### src/rtl/asbr_pkg.sv
// constants shared by the serial bit recovery block and its transmit buffer
// assumes one clock mclk and a synchronous active-high reset
package asbr_pkg;
  localparam int DIV_W       = 16;       // width of the oversampling divider
  localparam int DATA_W      = 8;        // character width
  localparam int FIFO_DEPTH  = 32;       // transmit buffer depth in words
  localparam int RT_W        = 5;        // oversampling tick counter width
  localparam int BIT_W       = 4;        // data bit index width
  localparam int TX_FRAME_W  = 10;       // start + data + stop
  localparam logic [DIV_W-1:0] DIV_ZERO  = 16'h0000;
  localparam logic [RT_W-1:0]  RT_ONE    = 5'h01;
  localparam logic [RT_W-1:0]  RT_TWO    = 5'h02;   // first tick after the start edge
  localparam logic [RT_W-1:0]  RT_THREE  = 5'h03;
  localparam logic [RT_W-1:0]  RT_FIVE   = 5'h05;
  localparam logic [RT_W-1:0]  RT_EIGHT  = 5'h08;
  localparam logic [RT_W-1:0]  RT_NINE   = 5'h09;
  localparam logic [RT_W-1:0]  RT_TEN    = 5'h0A;
  localparam logic [RT_W-1:0]  RT_LAST   = 5'h10;   // sixteen ticks per bit
  localparam logic [BIT_W-1:0] BIT_LAST  = 4'h7;    // last data bit index
  localparam logic [BIT_W-1:0] TX_LAST   = 4'h9;    // last transmitted frame bit
  typedef enum logic [1:0] {ASBR_IDLE, ASBR_START, ASBR_DATA, ASBR_STOP} asbr_rx_state_type;
endpackage

### src/rtl/asbr_fifo.sv
// first-in first-out buffer, width and depth set by parameters
// assumes one clock and a synchronous active-high reset; depth a power of two
module asbr_fifo #(
  parameter int WIDTH = 8,
  parameter int DEPTH = 32
) (
  input  wire logic             mclk,
  input  wire logic             rst,
  input  wire logic [WIDTH-1:0] in_data,
  input  wire logic             in_valid,
  output logic                  in_ready,
  output logic [WIDTH-1:0]      out_data,
  output logic                  out_valid,
  input  wire logic             out_ready
);
  localparam int PW = $clog2(DEPTH);
  logic [WIDTH-1:0] mem [DEPTH];
  logic [PW:0]      wr_ptr;
  logic [PW:0]      rd_ptr;
  logic [PW:0]      next_wr_ptr;
  logic [PW:0]      next_rd_ptr;
  logic             full;
  logic             empty;

  // extra pointer bit tells full from empty
  assign full      = (wr_ptr[PW] != rd_ptr[PW]) && (wr_ptr[PW-1:0] == rd_ptr[PW-1:0]);
  assign empty     = (wr_ptr == rd_ptr);
  assign in_ready  = !full;
  assign out_valid = !empty;
  assign out_data  = mem[rd_ptr[PW-1:0]];

  // pointer advance on each accepted handshake
  always_comb begin
    next_wr_ptr = wr_ptr;
    next_rd_ptr = rd_ptr;
    if (in_valid && !full) begin
      next_wr_ptr = wr_ptr + 1'b1;
    end
    if (out_ready && !empty) begin
      next_rd_ptr = rd_ptr + 1'b1;
    end
  end

  always_ff @(posedge mclk) begin
    if (rst) begin
      wr_ptr <= '0;
      rd_ptr <= '0;
    end else begin
      wr_ptr <= next_wr_ptr;
      rd_ptr <= next_rd_ptr;
    end
  end

  // storage has no reset, only written words are ever read
  always_ff @(posedge mclk) begin
    if (in_valid && !full) begin
      mem[wr_ptr[PW-1:0]] <= in_data;
    end
  end
endmodule // asbr_fifo

### src/rtl/asbr_serial.sv
// asynchronous serial unit: receive bit recovery with noise and framing flags,
// plus a buffered transmitter; assumes rx_line is already synchronous to mclk
module asbr_serial (
  input  wire logic                       mclk,
  input  wire logic                       rst,
  input  wire logic [asbr_pkg::DIV_W-1:0] baud_div,
  input  wire logic                       rx_enable,
  input  wire logic                       tx_enable,
  input  wire logic                       rx_line,
  output logic                            tx_line_out,
  output logic                            tx_line_oe,
  output logic [asbr_pkg::DATA_W-1:0]     rx_data,
  output logic                            rx_valid,
  output logic                            noise_flag,
  output logic                            framing_error_flag,
  input  wire logic                       noise_clear,
  input  wire logic                       framing_clear,
  input  wire logic [asbr_pkg::DATA_W-1:0] tx_data,
  input  wire logic                       tx_valid,
  output logic                            tx_ready,
  output logic                            tx_busy
);
  logic [asbr_pkg::DIV_W-1:0]      div_cnt, next_div_cnt;
  asbr_pkg::asbr_rx_state_type     rx_state, next_rx_state;
  logic [asbr_pkg::RT_W-1:0]       rt, next_rt, tx_rt, next_tx_rt;
  logic [2:0]                      samp, next_samp, stop_samp;
  logic [asbr_pkg::BIT_W-1:0]      bit_idx, next_bit_idx, tx_bit, next_tx_bit;
  logic [asbr_pkg::DATA_W-1:0]     shreg, next_shreg, next_rx_data, buf_data;
  logic [asbr_pkg::TX_FRAME_W-1:0] tx_sh, next_tx_sh;
  logic                            tick, maj, unanimous, fall_edge, reject;
  logic                            last_level, next_last_level, next_rx_valid;
  logic                            set_noise, set_framing, next_noise_flag, next_framing_flag;
  logic                            tx_active, next_tx_active, buf_valid, buf_take;

  // oversampling tick divider: one pulse every baud_div+1 clocks
  always_comb begin
    next_div_cnt = div_cnt - 1'b1;
    tick         = (div_cnt == asbr_pkg::DIV_ZERO);
    if (tick) begin
      next_div_cnt = baud_div;
    end
  end
  always_ff @(posedge mclk) begin
    if (rst) begin
      div_cnt <= asbr_pkg::DIV_ZERO;
    end else begin
      div_cnt <= next_div_cnt;
    end
  end

  // majority vote of the three mid-bit samples
  assign stop_samp = {samp[1:0], rx_line};                  // ticks eight, nine held, ten live
  assign maj       = (samp[2] & samp[1]) | (samp[2] & samp[0]) | (samp[1] & samp[0]);
  assign unanimous = (samp == 3'h0) || (samp == 3'h7);
  assign fall_edge = last_level && !rx_line;
  assign reject    = ((rt == asbr_pkg::RT_THREE) || (rt == asbr_pkg::RT_FIVE)) && rx_line;

  // receive recovery: verification, sampling, assembly of characters
  always_comb begin
    next_rx_state   = rx_state;
    next_rt         = rt;
    next_samp       = samp;
    next_bit_idx    = bit_idx;
    next_shreg      = shreg;
    next_last_level = last_level;
    next_rx_valid   = 1'b0;
    next_rx_data    = rx_data;
    set_noise       = 1'b0;
    set_framing     = 1'b0;
    if (!rx_enable) begin
      // line ignored; a high must be seen again before a start is searched
      next_rx_state   = asbr_pkg::ASBR_IDLE;
      next_last_level = 1'b0;
    end else if (tick) begin
      next_rt = (rt == asbr_pkg::RT_LAST) ? asbr_pkg::RT_ONE : rt + 1'b1;
      if (rt == asbr_pkg::RT_EIGHT || rt == asbr_pkg::RT_NINE || rt == asbr_pkg::RT_TEN) begin
        next_samp = {samp[1:0], rx_line};
      end
      case (rx_state)
        asbr_pkg::ASBR_IDLE: begin
          next_last_level = rx_line;
          if (fall_edge) begin
            next_rx_state = asbr_pkg::ASBR_START;
            next_rt       = asbr_pkg::RT_TWO;                // edge tick was tick one
          end
        end
        asbr_pkg::ASBR_START: begin
          if (reject) begin
            // noise before verification: no flag, search again
            next_rx_state   = asbr_pkg::ASBR_IDLE;
            next_last_level = 1'b1;
          end else if (rt == asbr_pkg::RT_LAST) begin
            // mid samples only judged after verification, bit taken as zero
            set_noise     = (samp != 3'h0);
            next_rx_state = asbr_pkg::ASBR_DATA;
            next_bit_idx  = '0;
          end
        end
        asbr_pkg::ASBR_DATA: begin
          if (rt == asbr_pkg::RT_LAST) begin
            next_shreg = {maj, shreg[asbr_pkg::DATA_W-1:1]};
            set_noise  = !unanimous;
            next_bit_idx = bit_idx + 1'b1;
            if (bit_idx == asbr_pkg::BIT_LAST) begin
              next_rx_state = asbr_pkg::ASBR_STOP;
            end
          end
        end
        asbr_pkg::ASBR_STOP: begin
          if (rt == asbr_pkg::RT_TEN) begin
            // early finish at tick ten so a following start edge is not missed
            set_framing     = ((stop_samp[2] & stop_samp[1]) | (stop_samp[2] & stop_samp[0])
                              | (stop_samp[1] & stop_samp[0])) == 1'b0;
            set_noise       = (stop_samp != 3'h0) && (stop_samp != 3'h7);
            next_rx_valid   = 1'b1;
            next_rx_data    = shreg;
            next_rx_state   = asbr_pkg::ASBR_IDLE;
            next_last_level = 1'b1;
          end
        end
        default: begin
          next_rx_state = asbr_pkg::ASBR_IDLE;
        end
      endcase
    end
  end
  always_ff @(posedge mclk) begin
    if (rst) begin
      rx_state   <= asbr_pkg::ASBR_IDLE;
      rt         <= asbr_pkg::RT_ONE;
      samp       <= 3'h0;
      bit_idx    <= '0;
      shreg      <= '0;
      last_level <= 1'b0;
      rx_valid   <= 1'b0;
      rx_data    <= '0;
    end else begin
      rx_state   <= next_rx_state;
      rt         <= next_rt;
      samp       <= next_samp;
      bit_idx    <= next_bit_idx;
      shreg      <= next_shreg;
      last_level <= next_last_level;
      rx_valid   <= next_rx_valid;
      rx_data    <= next_rx_data;
    end
  end

  // sticky flags: a set in the clear cycle wins
  always_comb begin
    next_noise_flag   = (noise_flag && !noise_clear) || set_noise;
    next_framing_flag = (framing_error_flag && !framing_clear) || set_framing;
  end
  always_ff @(posedge mclk) begin
    if (rst) begin
      noise_flag         <= 1'b0;
      framing_error_flag <= 1'b0;
    end else begin
      noise_flag         <= next_noise_flag;
      framing_error_flag <= next_framing_flag;
    end
  end

  // transmit buffer; the shifter pulls only when idle, so writers stall when full
  asbr_fifo #(
    .WIDTH (asbr_pkg::DATA_W),
    .DEPTH (asbr_pkg::FIFO_DEPTH)
  ) u_tx_fifo (
    .mclk      (mclk),
    .rst       (rst),
    .in_data   (tx_data),
    .in_valid  (tx_valid),
    .in_ready  (tx_ready),
    .out_data  (buf_data),
    .out_valid (buf_valid),
    .out_ready (buf_take)
  );

  assign buf_take    = tx_enable && !tx_active;
  assign tx_busy     = tx_active;
  assign tx_line_out = tx_active ? tx_sh[0] : 1'b1;
  assign tx_line_oe  = tx_enable;

  // transmit shifter, sixteen ticks per bit; disabling aborts the frame
  always_comb begin
    next_tx_active = tx_active;
    next_tx_sh     = tx_sh;
    next_tx_bit    = tx_bit;
    next_tx_rt     = tx_rt;
    if (!tx_enable) begin
      next_tx_active = 1'b0;
    end else if (!tx_active) begin
      if (buf_valid) begin
        next_tx_active = 1'b1;
        next_tx_sh     = {1'b1, buf_data, 1'b0};
        next_tx_bit    = '0;
        next_tx_rt     = asbr_pkg::RT_ONE;
      end
    end else if (tick) begin
      next_tx_rt = tx_rt + 1'b1;
      if (tx_rt == asbr_pkg::RT_LAST) begin
        next_tx_rt  = asbr_pkg::RT_ONE;
        next_tx_sh  = {1'b1, tx_sh[asbr_pkg::TX_FRAME_W-1:1]};
        next_tx_bit = tx_bit + 1'b1;
        if (tx_bit == asbr_pkg::TX_LAST) begin
          next_tx_active = 1'b0;
        end
      end
    end
  end
  always_ff @(posedge mclk) begin
    if (rst) begin
      tx_active <= 1'b0;
      tx_sh     <= '1;
      tx_bit    <= '0;
      tx_rt     <= asbr_pkg::RT_ONE;
    end else begin
      tx_active <= next_tx_active;
      tx_sh     <= next_tx_sh;
      tx_bit    <= next_tx_bit;
      tx_rt     <= next_tx_rt;
    end
  end
endmodule // asbr_serial

### config.mk
export PLATFORM = sky130hd
export DESIGN_NAME = asbr_serial
export DESIGN_NICKNAME = d
export VERILOG_FILES = /design/src/rtl/asbr_pkg.sv /design/src/rtl/asbr_fifo.sv /design/src/rtl/asbr_serial.sv
export SDC_FILE = /design/constraint.sdc
export NUM_CORES = 1
export LEC_CHECK = 0
export BUFFER_PORTS_ARGS = -buffer_cell sky130_fd_sc_hd__buf_2
export CAP_MARGIN = 0
export CELL_PAD_IN_SITES_DETAIL_PLACEMENT = 0
export CELL_PAD_IN_SITES_GLOBAL_PLACEMENT = 1
export CORE_ASPECT_RATIO = 1.4
export CORE_MARGIN = 2
export CORE_UTILIZATION = 40
export DETAILED_ROUTE_END_ITERATION = 10
export HOLD_SLACK_MARGIN = 0.03
export PLACE_DENSITY = 0.74
export SYNTH_ARGS = -nofsm -noshare
export SYNTH_HDL_FRONTEND = slang
export SYNTH_HIERARCHICAL = 1
export SYNTH_SLANG_ARGS = --single-unit
### constraint.sdc
create_clock -name mclk -period 3 [get_ports mclk]
set_input_delay 0.45 -clock mclk [delete_from_list [all_inputs] [get_ports mclk]]
set_output_delay 0.45 -clock mclk [all_outputs]
set_load 0.005 [all_outputs]
==> results_dict.tcl <==
set metrics [dict create \
    status "finished, final reports clean" \
    setup.worst_path.class "reg2reg" \
    ys.flop_type "edfxtp_1" \
    maxCapViolCount 0 \
    synth_top_family_by_area "multiplexers" \
    hold_path_class "in2reg" \
    drt-wirelength-per-cell_um 20.1 \
    regArea_sq_mm 0.00941 \
    postLayoutCoreUtil_pct 46.6 \
    cts_made_buffers 35 \
    crit_arrival_ns 2.97 \
    port_buffers 46 \
    synth_compound_area_share_pct 4.45 \
    slew_headroom_pct 45.2 \
    postCtsSetupRepairBufs 0 \
    synth_area_per_cell_sq_um 15.4 \
    synth-seq-cells 342 \
    layout_common_cells "256 x edfxtp_1, 84 x dfxtp_1, 80 x mux4_2" \
    routabilityCongestion 0.756 \
    start_kind "flop" \
    fin_ws_ns 0.435 \
    setup_viol 0 \
    dr.pass1.iters 5 \
    cts_resized 0 \
    setup-tns-final_ns 0 \
    max_freq_mhz 390 \
    period_share_pct 85.5 \
    yosys_warnings 6 \
    post-place-ws_ns 0.419 \
    vdd_drop_max_uv 405 \
    drive_gt1_share_pct 23.9 \
    hold_slack_ns 0.205 \
    dieArea_sq_mm 0.0371 \
    cts_hold_buffers 0 \
    final_nets 1057 \
    gr-max-usage-layer "met2" \
    drt_wl_total_um 29800 \
    diodes 0 \
    netlist_area_sq_mm 0.0142 \
    use_met3_pct 2.90 \
    cts_tree "yes" \
    antenna_found_initial 0 \
    clock_latency_ns 0.53 \
    cts.sinks 342 \
    num_vias 7918 \
    synth_edf_count 256 \
    synth_nets 977 \
    drc_errors 0 \
    root_buffer "clkbuf_16" \
    gr-total-overflow 0 \
    async_flop_share_pct 0 \
    rows 81 \
    layout.cells.most_common "edfxtp_1" \
    crit_required_ns 3.40 \
    power_density_mw_per_mm2 672 \
    grt_pass1_vias 8072 \
    core_area_sq_mm 0.0350 \
    grt_usage_pct 16.6 \
    grt_pass1_wl_um 46800 \
    maxSlewViolCount 0 \
    clock_path_buffers 3 \
    power_leakage_nw 5.28 \
    met2_usage_pct 28.8 \
    die_w_um 163 \
    synth_cells 924 \
    htree_levels 2 \
    die_h_um 227 \
    start_util_pct 40.7 \
    seq_area_frac_synth_pct 66.1 \
    gr-usage-met1_pct 20.6 \
    synth_mux_area_share_pct 14.2 \
    vias_per_cell 5.34 \
    hold_viol_final 0 \
    dr.first_iter.drc_count 553 \
    antenna_left 0 \
    path_clk_slew_ns 0.06 \
    ios 47 \
    n_fill_cell 3001 \
    synth.distinct_cells 56 \
    cp_max_fo 32 \
    p_total_mw 10.9 \
    rsz0062_at_grt "false" \
    area_growth_pct 14.4 \
    worst_setup_path_end_kind "flop" \
    post-dp-hpwl_um 19300 \
    synth_xor_area_share_pct 1.91 \
    worstMarginPinSlew_ns 0.821 \
    synthAdderAreaFrac_pct 1.92 \
    grt_start_max_net_pins 46 \
    multi_input_area_sq_mm 0.00454 \
    yosys.area_share.simple_pct 9.40 \
    period_minus_slack_ns 2.56 \
    fin_skew_ns 0.0139 \
]
## kinds of logic (layout without fill, tap and decap cells)
logic type | Yosys count | in the layout
buffers and inverters | 64 | 168
AOI/OAI and AO/OA | 102 | 102
and+or+nand+nor | 262 | 262
adders and majority gates | 22 | 22
DFF | 342 | 342
muxes | 101 | 101
xor gates and xnor gates | 31 | 31
## through the flow
| stage | cell area [sq um] | instances |
|---|---|---|
| 3_5_place_dp | 15200 | 1423 |
| 5_1_grt | 16300 | 1484 |
| 2_1_floorplan | 14200 | 924 |
| 3_3_place_gp | 15200 | 1423 |
| 6_report | 16300 | 1484 |
| 4_1_cts | 16300 | 1484 |
## final timing paths
path	start	to	slack, ns	depth (start not counted)
setup reg to reg	flop	tx_sh[4]$_SDFFE_PP1P_	0.44	7
setup / recovery	flop	tx_sh[4]$_SDFFE_PP1P_	0.44	7
hold / removal	framing_clear	framing_error_flag$_SDFF_PP0_	0.21	3
hold reg to reg	rx_data[7]$_SDFFE_PP0P_	rx_data[7]$_SDFFE_PP0P_	0.45	2
## synth_stat cells, drive strengths merged (4+ instances only)
cell type	number	area (sq um)
nand3	22	110
nor2	78	293
mux2	12	135
or3	9	56.3
mux2i	9	90.1
edfxtp	256	7690
xnor2	15	131
a211oi	24	180
and2	5	31.3
nand3b	4	30.0
nand2	56	210
o21ai	16	80.1
mux4	80	1800
clkbuf	31	116
xor2	16	140
ha	21	263
nor3	25	125
nor2b	14	87.6
nor4	5	61.3
dfxtp	86	1720
inv	14	52.6
nand4	14	93.8
a21oi	45	225
buf	19	111
nand2b	6	37.5
or2	4	25.0
## routing by layer
metal,wire [um],vias up
li1,-,3725
met1,12200,3939
met2,15100,194
met3,1500,60
met4,1060,0
met5,0,-
## worst max-delay path: stages (launching register included)
cell and delay [ns]:
dfxtp_4 0.41, buf_12 0.26, mux4_2 0.55, mux4_2 0.52
mux2_2 0.28, nor2b_1 0.13, a211oi_1 0.17, a21oi_1 0.09
## registers in the layout, indices dropped and copies added (netlist names), 3 cells and up, named ones only
signal	flops
bit_idx	4
div_cnt	16
rt	5
rx_data	8
samp	3
shreg	8
tx_bit	4
tx_rt	5
tx_sh	9
u_tx_fifo/mem	256
u_tx_fifo/rd_ptr	6
u_tx_fifo/wr_ptr	6
## power by group
| group | total (mW) | leakage [nW] | internal [mW] | switching [mW] |
|---|---|---|---|---|
| clock | 4.06 | 0.518 | 2.31 | 1.75 |
| combinational | 1.47 | 1.76 | 0.645 | 0.826 |
| sequential | 5.41 | 3.01 | 5.24 | 0.172 |
| total | 10.9 | 5.28 | 8.20 | 2.75 |
## area by class of cell
type / count / area share (%)
flip-flops and latches: 342 / 57.8
multi-input cells: 518 / 27.9
clock buffers: 50 / 6.11
repair buffers: 93 / 3.96
well taps: 456 / 3.50
clock inverters: 11 / 0.415
inverters: 14 / 0.323
Note: power is estimated with default switching activity, not from simulation.
